### config.mk
export PLATFORM = sky130hd
export DESIGN_NAME = program_flow_stack_control
export DESIGN_NICKNAME = d
export VERILOG_FILES = /design/src/core/flow_pkg.sv /design/src/core/program_flow_stack_control.sv /design/src/core/return_stack.sv
export SDC_FILE = /design/constraint.sdc
export NUM_CORES = 1
export LEC_CHECK = 0
export BUFFER_PORTS_ARGS = -buffer_cell sky130_fd_sc_hd__buf_2
export CORE_ASPECT_RATIO = 1.5
export CORE_MARGIN = 10
export CORE_UTILIZATION = 39
export DETAILED_ROUTE_END_ITERATION = 6
export GPL_TIMING_DRIVEN = 0
export SYNTH_ARGS = -nofsm -noshare
export SYNTH_HDL_FRONTEND = slang
export SYNTH_SLANG_ARGS = --single-unit
### constraint.sdc
create_clock -name clk -period 5.6 [get_ports clk]
set_input_delay 1.12 -clock clk [delete_from_list [all_inputs] [get_ports clk]]
set_output_delay 1.12 -clock clk [all_outputs]
set_load 0.02 [all_outputs]
### src/core/flow_pkg.sv
// shared constants and types for the program-flow and stack control block
package flow_pkg;

  // program counter and hardware stack geometry
  localparam int PC_W  = 21;
  localparam int PTR_W = 5;
  localparam logic [PTR_W-1:0] STK_DEPTH = 5'h1F;   // entries in the return stack
  localparam logic [PTR_W-1:0] STK_EMPTY = 5'h00;

  // program counter constants
  localparam logic [PC_W-1:0] PC_RESET    = 21'h000000;
  localparam logic [PC_W-1:0] PC_STEP     = 21'h000002;   // one instruction word in bytes
  localparam logic [PC_W-1:0] VEC_HIGH    = 21'h000008;   // high-priority interrupt vector
  localparam logic [PC_W-1:0] VEC_LOW     = 21'h000018;   // low-priority interrupt vector
  localparam logic [PC_W-1:0] PC_ALIGN    = 21'h1FFFFE;   // clears the byte-select bit

  // second-word marker of the two-word instructions
  localparam logic [3:0] SECOND_PREFIX = 4'hF;
  localparam int         WORD_TOP_HI   = 15;
  localparam int         WORD_TOP_LO   = 12;

  // field widths
  localparam int DATA_W    = 8;
  localparam int BANK_W    = 4;
  localparam int OPER_W    = 12;
  localparam int OFFSET_W  = 11;
  localparam int SIGN_PAD  = PC_W - OFFSET_W - 1;

  // decoded action presented with each executed instruction word
  typedef enum logic [3:0] {
    OP_NEXT      = 4'h0,   // plain instruction, fall through
    OP_GOTO      = 4'h1,   // first word of absolute jump
    OP_CALL      = 4'h2,   // first word of absolute call
    OP_TWO_WORD  = 4'h3,   // first word of a data two-word instruction
    OP_BRANCH    = 4'h4,   // relative branch by word count
    OP_RETURN    = 4'h5,
    OP_RET_LIT   = 4'h6,   // return_with_literal
    OP_RET_INT   = 4'h7,   // return_from_interrupt
    OP_ADD_PCL   = 4'h8,   // add_working_to_file aimed at pc_low_byte
    OP_TBL_READ  = 4'h9
  } flow_op_t;

  // what a pending second word will finish
  typedef enum logic [2:0] {
    PEND_DATA = 3'b001,
    PEND_GOTO = 3'b010,
    PEND_CALL = 3'b100
  } pend_kind_t;

  // status, working_register and bank_select_register as one group
  typedef struct packed {
    logic [DATA_W-1:0] status;
    logic [DATA_W-1:0] working;
    logic [BANK_W-1:0] bank;
  } core_regs_t;

  // all state of the flow controller
  typedef struct packed {
    logic [PC_W-1:0]   pc;
    logic              fullFlag;
    logic              underflowFlag;
    logic              resetReq;
    core_regs_t        shadow;
    logic              restoreValid;
    core_regs_t        restoreRegs;
    logic              workingLoad;
    logic [DATA_W-1:0] workingValue;
    logic              secondPending;
    pend_kind_t        pendKind;
    logic              pendFast;
    logic [DATA_W-1:0] pendLow;
    logic              operandValid;
    logic [OPER_W-1:0] operand;
    logic              nopExec;
    logic              vectorTaken;
    logic [PC_W-1:0]   tablePtr;
    logic [DATA_W-1:0] tableLatch;
    logic              tableReadReq;
  } flow_state_t;

  // state of the return stack pointer
  typedef struct packed {
    logic [PTR_W-1:0] ptr;
  } stack_state_t;

endpackage : flow_pkg

### src/core/program_flow_stack_control.sv
// program counter, branch, two-word, fast shadow, table and stack error control
`timescale 1ns/1ps

//
// Contract
// [RQ1] with reset enable set, stack error sets its flag then forces device reset
// [RQ2] with reset enable clear, stack error sets its flag and core keeps running
// [RQ3] full and underflow flags stay until software clear or power-on reset
// [RQ4] one hidden shadow copy each of status, working and bank registers
// [RQ5] every taken interrupt vector captures the three registers into the shadows
// [RQ6] fast return-from-interrupt reloads the three registers; plain one leaves them
// [RQ7] a later interrupt overwrites earlier shadow contents; only one level
// [RQ8] fast call saves the three registers, fast return restores them
// [RQ9] software adds only even byte counts to the pc low byte
// [RQ10] return-with-literal pops and hands its literal back in the working register
// [RQ11] table pointer holds a byte address, latch holds one byte per read
// [RQ12] program memory is byte addressed, instructions start at even addresses
// [RQ13] pc steps by two and its low bit always reads zero
// [RQ14] absolute jump and call load a word address into pc bits 20 to 1
// [RQ15] relative branch moves the pc by twice its encoded word count
// [RQ16] second words carry all-ones top nibble and twelve literal bits
// [RQ17] second word right after its first word supplies its twelve-bit operand
// [RQ18] an all-ones-topped word executed alone acts as no-operation
// [RQ19] interrupt wake with its priority enable set loads the matching vector
// [RQ20] interrupt vectoring pushes the current pc onto the hardware stack
// [RQ21] shadow capture completes in the same cycle the vector is taken
module program_flow_stack_control
  import flow_pkg::*;
(
  input  wire logic              clk,
  input  wire logic              rst_b,
  input  wire logic              stackErrorResetEnable,
  input  wire logic              externalResetReq,
  input  wire logic              execValid,
  input  wire flow_op_t          execOp,
  input  wire logic              execFast,
  input  wire logic [15:0]       execWord,
  input  wire logic [OFFSET_W-1:0] execOffset,
  input  wire logic [DATA_W-1:0] execLiteral,
  input  wire core_regs_t        curRegs,
  input  wire logic              intReq,
  input  wire logic              intHighPriority,
  input  wire logic              highPriorityGlobalEnable,
  input  wire logic              lowPriorityGlobalEnable,
  input  wire logic              clearStackFull,
  input  wire logic              clearStackUnderflow,
  input  wire logic              tablePtrLoad,
  input  wire logic [PC_W-1:0]   tablePtrIn,
  input  wire logic              tableDataValid,
  input  wire logic [DATA_W-1:0] tableDataIn,
  output logic      [PC_W-1:0]   fetchAddr,
  output logic                   stackFullFlag,
  output logic                   stackUnderflowFlag,
  output logic                   deviceResetReq,
  output logic                   restoreValid,
  output core_regs_t             restoreRegs,
  output logic                   workingLoad,
  output logic      [DATA_W-1:0] workingValue,
  output logic                   operandValid,
  output logic      [OPER_W-1:0] operandData,
  output logic                   nopExecuted,
  output logic                   vectorTaken,
  output logic      [PC_W-1:0]   tablePointer,
  output logic      [DATA_W-1:0] tableLatch,
  output logic                   tableReadReq,
  output logic      [PTR_W-1:0]  stackPointer
);

  flow_state_t     state_reg;
  flow_state_t     state_next;
  logic            stackPush;
  logic            stackPop;
  logic [PC_W-1:0] stackPushData;
  logic [PC_W-1:0] stackTop;
  logic            overflowEvt;
  logic            underflowEvt;
  logic            coreReset;
  logic            intTaken;
  logic            isSecondWord;
  logic [PC_W-1:0] pcNextSeq;

  // true when the word carries the second-word marker in its top nibble
  function automatic logic second_word(input logic [15:0] word);
    second_word = (word[WORD_TOP_HI:WORD_TOP_LO] == SECOND_PREFIX);
  endfunction : second_word

  // sign-extend a branch word count and turn it into a byte offset
  function automatic logic [PC_W-1:0] branch_bytes(input logic [OFFSET_W-1:0] count);
    branch_bytes = {{SIGN_PAD{count[OFFSET_W-1]}}, count, 1'b0};
  endfunction : branch_bytes

  // resets other than power-on: they restart flow but spare the sticky flags
  assign coreReset    = externalResetReq | state_reg.resetReq;
  assign intTaken     = intReq & (intHighPriority ? highPriorityGlobalEnable : lowPriorityGlobalEnable);
  assign isSecondWord = second_word(execWord);
  assign pcNextSeq    = (state_reg.pc + PC_STEP) & PC_ALIGN;   // RQ13

  return_stack u_stack (
    .clk          (clk),
    .rst_b        (rst_b),
    .clearPtr     (coreReset),
    .push         (stackPush),
    .pop          (stackPop),
    .pushData     (stackPushData),
    .topData      (stackTop),
    .pointer      (stackPointer),
    .overflowEvt  (overflowEvt),
    .underflowEvt (underflowEvt)
  );

  // stack requests: interrupt vectoring outranks the instruction word
  always_comb begin
    stackPush     = 1'b0;
    stackPop      = 1'b0;
    stackPushData = state_reg.pc;
    if (!coreReset) begin
      if (intTaken) begin
        stackPush     = 1'b1;   // RQ20
        stackPushData = state_reg.pc;
      end else if (execValid) begin
        if (isSecondWord) begin
          if (state_reg.secondPending && state_reg.pendKind == PEND_CALL) begin
            stackPush     = 1'b1;
            stackPushData = pcNextSeq;
          end
        end else if (execOp == OP_RETURN || execOp == OP_RET_LIT || execOp == OP_RET_INT) begin
          stackPop = 1'b1;
        end
      end
    end
  end

  // next-state logic for the whole controller
  always_comb begin
    state_next              = state_reg;
    // one-cycle answers default low
    state_next.resetReq     = 1'b0;
    state_next.restoreValid = 1'b0;
    state_next.workingLoad  = 1'b0;
    state_next.operandValid = 1'b0;
    state_next.nopExec      = 1'b0;
    state_next.vectorTaken  = 1'b0;
    state_next.tableReadReq = 1'b0;

    // sticky stack flags: a new event beats a software clear in the same cycle
    if (clearStackFull) begin
      state_next.fullFlag = 1'b0;   // RQ3
    end
    if (clearStackUnderflow) begin
      state_next.underflowFlag = 1'b0;   // RQ3
    end
    if (overflowEvt) begin
      state_next.fullFlag = 1'b1;   // RQ1 RQ2
    end
    if (underflowEvt) begin
      state_next.underflowFlag = 1'b1;   // RQ1 RQ2
    end
    // flag and reset request land on the same edge; the core reset follows a cycle later
    state_next.resetReq = stackErrorResetEnable & (overflowEvt | underflowEvt);   // RQ1 RQ2

    // table pointer load and byte capture, independent of instruction flow
    if (tablePtrLoad) begin
      state_next.tablePtr = tablePtrIn;   // RQ11
    end
    if (tableDataValid) begin
      state_next.tableLatch = tableDataIn;   // RQ11
    end

    if (coreReset) begin
      // flags, shadows and table state survive a non-power-on reset
      state_next.pc            = PC_RESET;
      state_next.secondPending = 1'b0;
      state_next.pendKind      = PEND_DATA;
    end else if (intTaken) begin
      // vector, push and shadow capture all happen on this one edge
      state_next.pc            = intHighPriority ? VEC_HIGH : VEC_LOW;   // RQ19
      state_next.shadow        = curRegs;   // RQ4 RQ5 RQ7 RQ21
      state_next.vectorTaken   = 1'b1;
      state_next.secondPending = 1'b0;
    end else if (execValid) begin
      state_next.pc = pcNextSeq;   // RQ12 RQ13
      if (isSecondWord) begin
        state_next.secondPending = 1'b0;
        if (state_reg.secondPending) begin
          // operand of the instruction begun by the previous word
          state_next.operandValid = 1'b1;   // RQ16 RQ17
          state_next.operand      = execWord[OPER_W-1:0];
          if (state_reg.pendKind != PEND_DATA) begin
            state_next.pc = {execWord[OPER_W-1:0], state_reg.pendLow, 1'b0};   // RQ14
          end
          if (state_reg.pendKind == PEND_CALL && state_reg.pendFast) begin
            state_next.shadow = curRegs;   // RQ8
          end
        end else begin
          state_next.nopExec = 1'b1;   // RQ18
        end
      end else begin
        state_next.secondPending = 1'b0;
        case (execOp)
          OP_GOTO: begin
            state_next.secondPending = 1'b1;
            state_next.pendKind      = PEND_GOTO;
            state_next.pendLow       = execLiteral;
          end
          OP_CALL: begin
            state_next.secondPending = 1'b1;
            state_next.pendKind      = PEND_CALL;
            state_next.pendFast      = execFast;
            state_next.pendLow       = execLiteral;
          end
          OP_TWO_WORD: begin
            state_next.secondPending = 1'b1;
            state_next.pendKind      = PEND_DATA;
          end
          OP_BRANCH: begin
            state_next.pc = (pcNextSeq + branch_bytes(execOffset)) & PC_ALIGN;   // RQ15
          end
          OP_RETURN, OP_RET_INT: begin
            state_next.pc = stackTop & PC_ALIGN;
            if (execFast) begin
              // fast return puts the shadow copies back; plain return leaves them
              state_next.restoreValid = 1'b1;   // RQ6 RQ8
              state_next.restoreRegs  = state_reg.shadow;
            end
          end
          OP_RET_LIT: begin
            state_next.pc           = stackTop & PC_ALIGN;
            state_next.workingLoad  = 1'b1;   // RQ10
            state_next.workingValue = execLiteral;
          end
          OP_ADD_PCL: begin
            // odd counts would split a word; low bit is forced clear regardless
            state_next.pc = {state_reg.pc[PC_W-1:DATA_W],
                             state_reg.pc[DATA_W-1:0] + execLiteral} & PC_ALIGN;   // RQ9 RQ13
          end
          OP_TBL_READ: begin
            state_next.tableReadReq = 1'b1;   // RQ11
          end
          default: begin
            state_next.pc = pcNextSeq;
          end
        endcase
      end
    end
  end

  // power-on reset clears everything but pendKind, which loads PEND_DATA, including the sticky flags
  always_ff @(posedge clk) begin
    if (!rst_b) begin
      state_reg               <= '0;
      state_reg.pc            <= PC_RESET;
      state_reg.pendKind      <= PEND_DATA;
    end else begin
      state_reg <= state_next;
    end
  end

  // all outputs except stackPointer come straight from the state register; stackPointer comes from u_stack
  assign fetchAddr          = state_reg.pc;
  assign stackFullFlag      = state_reg.fullFlag;
  assign stackUnderflowFlag = state_reg.underflowFlag;
  assign deviceResetReq     = state_reg.resetReq;
  assign restoreValid       = state_reg.restoreValid;
  assign restoreRegs        = state_reg.restoreRegs;
  assign workingLoad        = state_reg.workingLoad;
  assign workingValue       = state_reg.workingValue;
  assign operandValid       = state_reg.operandValid;
  assign operandData        = state_reg.operand;
  assign nopExecuted        = state_reg.nopExec;
  assign vectorTaken        = state_reg.vectorTaken;
  assign tablePointer       = state_reg.tablePtr;
  assign tableLatch         = state_reg.tableLatch;
  assign tableReadReq       = state_reg.tableReadReq;

endmodule : program_flow_stack_control

### src/core/return_stack.sv
// hardware return-address stack with overflow and underflow detection
`timescale 1ns/1ps

module return_stack
  import flow_pkg::*;
(
  input  wire logic            clk,
  input  wire logic            rst_b,
  input  wire logic            clearPtr,
  input  wire logic            push,
  input  wire logic            pop,
  input  wire logic [PC_W-1:0] pushData,
  output logic      [PC_W-1:0] topData,
  output logic      [PTR_W-1:0] pointer,
  output logic                 overflowEvt,
  output logic                 underflowEvt
);

  logic [PC_W-1:0] entries [STK_DEPTH];
  stack_state_t    state_reg;
  stack_state_t    state_next;

  // error events seen by the flow controller in the same cycle
  assign overflowEvt  = push & (state_reg.ptr == STK_DEPTH);
  assign underflowEvt = pop & (state_reg.ptr == STK_EMPTY);
  assign pointer      = state_reg.ptr;

  // an empty stack hands back zero, sending the core to the reset address
  assign topData = (state_reg.ptr == STK_EMPTY) ? PC_RESET : entries[state_reg.ptr - 5'h01];

  // pointer update; a push on a full stack is dropped, not wrapped
  always_comb begin
    state_next = state_reg;
    if (clearPtr) begin
      state_next.ptr = STK_EMPTY;
    end else if (push && !overflowEvt) begin
      state_next.ptr = state_reg.ptr + 5'h01;
    end else if (pop && !underflowEvt) begin
      state_next.ptr = state_reg.ptr - 5'h01;
    end
  end

  // storage is not reset; only the pointer says what is valid
  always_ff @(posedge clk) begin
    if (!clearPtr && push && !overflowEvt) begin
      entries[state_reg.ptr] <= pushData;
    end
  end

  always_ff @(posedge clk) begin
    if (!rst_b) begin
      state_reg <= '{ptr: STK_EMPTY};
    end else begin
      state_reg <= state_next;
    end
  end

endmodule : return_stack

# Word-level counts from Yosys, hierarchy flattened
# Memory sizes are Yosys's and may differ from the RTL's.
# Cells that the tools add are included.
# W data, S select, Z words.
[totals] ff_bits=137 ramBits=651 output_inout_bits=104 mem_count=1
[classes] addsub=5 eq_ne=14 n_mux=51 bitwise=12 reduce_logical=36
[memory_table] name="u_stack.entries" depth=31 word_bits=21 rd=1 rd_ports_with_merged_regs=0 write_ports=1 line_no="return_stack.sv:19" rtl="logic [PC_W-1:0] entries [STK_DEPTH];"
[op_table] operator="$mux W21" count=13
[op_table] operator="$mux W20" count=4
[op_table] operator="$mux W77" count=1
[op_table] operator="$pmux W21 S3" count=1
[op_table] operator="$mux W30" count=1
[op_table] operator="$reduce_and A5 Y1" count=5
[op_table] operator="$mux W1" count=22
[op_table] operator="$add A21 B2 Y21 const B" count=1
[op_table] operator="$add A21 B21 Y21" count=1
[op_table] operator="$eq A4 B3 Y1 const B" count=4
[op_table] operator="$mux W5" count=3
[op_table] operator="$mux W14" count=1
[op_table] operator="$reduce_bool A2 Y1" count=7
[op_table] operator="$mux W13" count=1
[op_table] operator="$eq A4 B4 Y1 const B" count=3
[op_table] operator="$mux W12" count=1
[op_table] operator="$pmux W4 S3" count=1
[op_table] operator="$reduce_or A5 Y1" count=2
[op_table] operator="$mux W9" count=1
[op_table] operator="$add A8 B8 Y8" count=1
[op_table] operator="$eq A4 B2 Y1 const B" count=2
[op_table] operator="$mux W8" count=1
[op_table] operator="$logic_and A1 B1 Y1" count=6
[op_table] operator="$not A1 Y1" count=6
[op_table] operator="other kinds (19)" count=29

# Depth between registers and ports, before layout
[logic_depth] ltp_word=13 depth_mapped=16

# By module
# From an unflattened synthesis, not the netlist that was laid out.
[hier_totals] hier_cells=2184 area_unflattened_um2=33490.9
[by_module_without_submodules] module="return_stack" instances=1 cells_per_inst=1228 area_per_inst_um2=25584.5
[by_module_without_submodules] module="program_flow_stack_control" instances=1 cells_per_inst=956 area_per_inst_um2=7906.3

# Worst setup path before layout
# Ideal clock, no wire load.
[synth_path] path_type="input to register" from="input port execWord[14]" to="memory u_stack.entries[12][10], enable pin" arrival_ps=3856 path_slack_ps=1322 path_stages=6 path_buffers=1 cell_sequence="and4_1 > buf_2 > nand4_1 > a2111oi_4 > nand2_1 > nor3_1"
[synth_via] elab_chain_len=10
[synth_lines] element="from (decl)" line_no="program_flow_stack_control.sv:37" rtl="input wire logic [15:0] execWord,"
[synth_lines] element="$eq A4 B4 Y1 *" line_no="program_flow_stack_control.sv:84" rtl="second_word = (word[WORD_TOP_HI:WORD_TOP_LO] == SECOND_PREFIX);"
[synth_lines] element="$mux W1 *" line_no="program_flow_stack_control.sv:121" rtl="if (isSecondWord) begin"
[synth_lines] element="$mux W1 *" line_no="program_flow_stack_control.sv:120" rtl="end else if (execValid) begin"
[synth_lines] element="$mux W1 *" line_no="program_flow_stack_control.sv:117" rtl="if (intTaken) begin"
[synth_lines] element="$mux W1 *" line_no="program_flow_stack_control.sv:116" rtl="if (!coreReset) begin"
[synth_lines] element="$and A1 B1 Y1" line_no="return_stack.sv:24" rtl="assign overflowEvt = push & (state_reg.ptr == STK_DEPTH);"
[synth_lines] element="$logic_not A1 Y1" line_no="return_stack.sv:45" rtl="if (!clearPtr && push && !overflowEvt) begin"
[synth_lines] element="$logic_and A1 B1 Y1 *" line_no="return_stack.sv:45"
[synth_lines] element="$mux W1 *" line_no="return_stack.sv:45"
[synth_lines] element="$mux W1 (not written as such) *" line_no="return_stack.sv:46" rtl="entries[state_reg.ptr] <= pushData;"
[synth_lines] element="to (decl)" line_no="return_stack.sv:19"
# Mark *: on every way between the ends. The rest lies on a longest branch, timed or not.

# Worst setup path in the final report
[layout_path] from="register u_stack.state_reg, in the netlist u_stack.pointer[0]" to="register state_reg, in the netlist fetchAddr[17]"
[layout_via] elab_chain_len=7
[layout_lines] element="from (decl)" line_no="return_stack.sv:20" rtl="stack_state_t state_reg;"
[layout_lines] element="from (signal assigned)" line_no="return_stack.sv:52" rtl="state_reg <= '{ptr: STK_EMPTY};"
[layout_lines] element="from (signal assigned)" line_no="return_stack.sv:54" rtl="state_reg <= state_next;"
[layout_lines] element="$sub A5 B1 Y5" line_no="return_stack.sv:29" rtl="assign topData = (state_reg.ptr == STK_EMPTY) ? PC_RESET : entries[state_reg.ptr - 5'h01];"
[layout_lines] element="$mem_v2 Z31 W21"
[layout_lines] element="$mux W21 *" line_no="return_stack.sv:29"
[layout_lines] element="$pmux W21 S3 *" line_no="program_flow_stack_control.sv:199" rtl="case (execOp)"
[layout_lines] element="$mux W21 *" line_no="program_flow_stack_control.sv:182" rtl="if (isSecondWord) begin"
[layout_lines] element="$mux W21 *" line_no="program_flow_stack_control.sv:180" rtl="end else if (execValid) begin"
[layout_lines] element="$mux W21 *" line_no="program_flow_stack_control.sv:174" rtl="end else if (intTaken) begin"
[layout_lines] element="to (signal assigned)" line_no="program_flow_stack_control.sv:254" rtl="state_reg <= state_next;"
[layout_lines] element="to (decl)" line_no="program_flow_stack_control.sv:69" rtl="flow_state_t state_reg;"
# Mark *: on every way between the ends. The rest lies on a longest branch, timed or not. The select of a mux whose other input is x is not followed.
# A chain may end at the register's enable or synchronous reset.

==> impl_results.md <==
* Finished Cell Area at 38500 sq um
* Crit Path Category: reg -> reg
* I/O Pins at 206
* Data required, critical path at 6.12 ns
* Total congestion overflow at 0
* P per Cell Area at 294 nW/um^2
* Min-delay src: restoreRegs[1]
* CP startpoint: u_stack.pointer[0]
* Slowest cell on the critical path: nor4_1
* Top Family by Delay on Critical Path: buffers and inverters
* Outcome: finished with violations
* Seq/Total Area, Yosys at 65.0%
* Initial DRC Count at 1841
* Power, Total at 0.0113 W
* Synth area leader: edfxtp_1
* Chip Width at 257 um
* Setup Viol. Count Final at 0
* CP peak stage delay at 0.76 ns
* Clock tree buffer depth at 3
* Setup_tns at 0 ns
* Latest clock arrival within the worst-skew pair at 0.64 ns
* Reg power frac at 53.7%
* RSZ-0062 raised after global routing: no
* CTS Buf Count at 70
* Synth unique cells at 91
* PostCTS Resize Cnt at 0
* Failing checks: capacitance limit
* Clk Tree Root Cell: clkbuf_16
* Post-Synthesis Cells at 2177
* Layout Nets at 2628
* Post-DP HPWL at 75200 um
* Clock sinks at 756
* Critical Path, Cell by Cell: buf_4 > buf_6 > buf_6 > buf_4 > inv_1 > ha_1 > buf_2 > buf_2 > mux4_2 > mux2i_1 > o31ai_1 > nor4_1 > o22a_1 > nand2_1
* Clock Power Share at 41.0%
* Number of remaining DRC errors at 0
* CTS H-tree lvls at 3
* Switching Share at 22.2%
* Switching power total at 0.00252 W
* Worst R2R Start: u_stack.pointer[0]
* Post-route ant nets at 0
* Commonest non-fill, non-tap cell in the layout: edfxtp_1
* Final WL at 103000 um
* Synth top area share at 56.7%
* Worst EP arrival at 5.75 ns
* Post-synth EDFFs at 620
* Placement Cell Area at 36300 sq um
* Via density at 5.55
* Core area at 83600 sq um
* Starting Density at 39.3%
* Leakage at 13.9 nW
* Ys async rst share at 0%
* Vias in the first global route at 20900
* Routed vias at 20300
* Max reg flops at 620
* WL/cell at 28.0 um
* Warnings from Yosys at 0
* Most frequent cells in the layout: edfxtp_1, buf_2, nand2_1
* Hold Vio Cnt, Final at 0
* Fmax at 191 MHz
* CP Launch Type: register
* Worst Hold Class: reg -> reg
* Tot GR Track Use at 20.9%
* Post-CTS setup buffer count at 0
* Buf/Inv on CP at 7
* Main flop type after synthesis: edfxtp_1
* Die area at 96500 sq um
* Slew headroom at 1.23%
* First-pass GRT wire length at 147000 um
* Die height at 375 um
* Main area contributors after synthesis: edfxtp_1, mux4_2, dfxtp_1
* Int Power at 0.00880 W
* DRT Pass-1 Iters at 5
* PortBufs at 199
* Mapped Area at 32800 sq um
* Final period util at 93.3%
* Register clock-pin slew on the reported worst setup and hold paths at 0.06 ns
* CTS tree: yes
* Max-slew violation count at 0
* Kind of end point of the critical path: register
* Combinational share of power at 5.4%
* ANT cells at 0
* Mean Syn Cell Area at 15.1 sq um
* Slew of the pin with the lowest slew margin at 1.47 ns
* Initial antenna violation count at 1
* Layout Skew at 0.0239 ns
* Min Tclk post-route at 5.22 ns
* Layout cells sized above 1 at 28.5%
* Yosys reg bits at 756
* CTS Hold Buffers Added at 0
* Peak supply drop at 0.000196 V
* Global placer's final weighted congestion at 0.945
* Total of max-cap violations at 1
* Largest net degree at the start of global routing at 31
* Cell Rows at 130
* Post-Syn Nets at 2315
* Layout area overhead at 17.2%
* Critical Path Fanout Max at 19
==> through the flow <==
stage | util [%] | worst slack, ns | std cells | hold WS, ns
finish | 46.0 | 0.376 | 3666 | 0.466
global route | 46.0 | 0.227 | 3666 | 0.482
CTS | 46.0 | 0.345 | 3666 | 0.469
detailed placement | 43.4 | -0.0788 | 3541 | 0.460
global placement | 42.2 | -1.25 | 3498 | 0.445
floorplan | - | 1.32 | 2177 | 0.440
==> metal layers <==
metal / vias up / share of wire, % / global-route usage [%]
met2: 912 / 53 / 38.3
met1: 10300 / 35 / 22.5
met5: - / 0.014 / 0
li1: 8848 / - / -
met3: 259 / 6.2 / 3.52
met4: 2 / 5.7 / 11.9
==> cell usage after synthesis (8+ instances only) <==
library cell and count:
o22ai_1 12, xnor2_1 42, a221oi_1 10, mux4_2 146, a21o_1 11, a31oi_1 20
nand2b_1 11, nand3_1 49, buf_2 37, a21boi_0 23, nor3_1 18, xor2_1 14
nor2b_1 88, a21oi_1 62, clkbuf_1 48, buf_6 11, mux2i_1 119, edfxtp_1 620
ha_1 34, buf_4 106, o211ai_1 13, nor4_1 8, nor2_1 97, nand2_1 216
dfxtp_1 136, and3_1 19, inv_1 21, o21ai_0 48, a211oi_1 14
==> path summary, 6_finish.rpt <==
kind	endpoint	slack [ns]	depth (start not counted)
max	fetchAddr[17]	0.38	14
min	restoreRegs[1]	0.47	2
max reg2reg	fetchAddr[17]	0.38	14
min reg2reg	restoreRegs[1]	0.47	2
==> logic make-up (layout without fill, tap and decap cells) <==
logic type,count (synthesis),count (layout),synth area share [%]
flops,756,756,65.0
simple gates,555,555,8.29
compound gates,271,271,5.58
mux,271,271,13.9
buf+inv,229,596,4.22
xor+xnor,58,58,1.59
fa+ha+maj,36,36,1.42
other cells,1,1,0.0114
==> worst min-delay path: stages, from the launching register on <==
cell and delay (ns):
dfxtp_1 0.31, nand2_1 0.05, a21boi_0 0.06
==> power groups by stage <==
stage / registers (W) / logic [W] / clock network, W
6_report: 0.00607 / 0.000605 / 0.00464
4_1_cts: 0.00607 / 0.000607 / 0.00471
5_1_grt: 0.00607 / 0.000645 / 0.00490
2_1_floorplan: 0.00619 / 0.000361 / 0
3_3_place_gp: 0.00619 / 0.000584 / 0
3_5_place_dp: 0.00619 / 0.000605 / 0
==> cell type report <==
class | count | area, sq um
sequential | 756 | 21300
clock inverter | 41 | 278
multi-input combinational | 1192 | 10500
tap | 1122 | 1400
inverter | 21 | 78.8
buffer | 207 | 1310
clock buffer | 85 | 1890
timing repair buffer | 242 | 1720
fill | 7322 | 45100
Note: power is estimated with default switching activity, not from simulation.
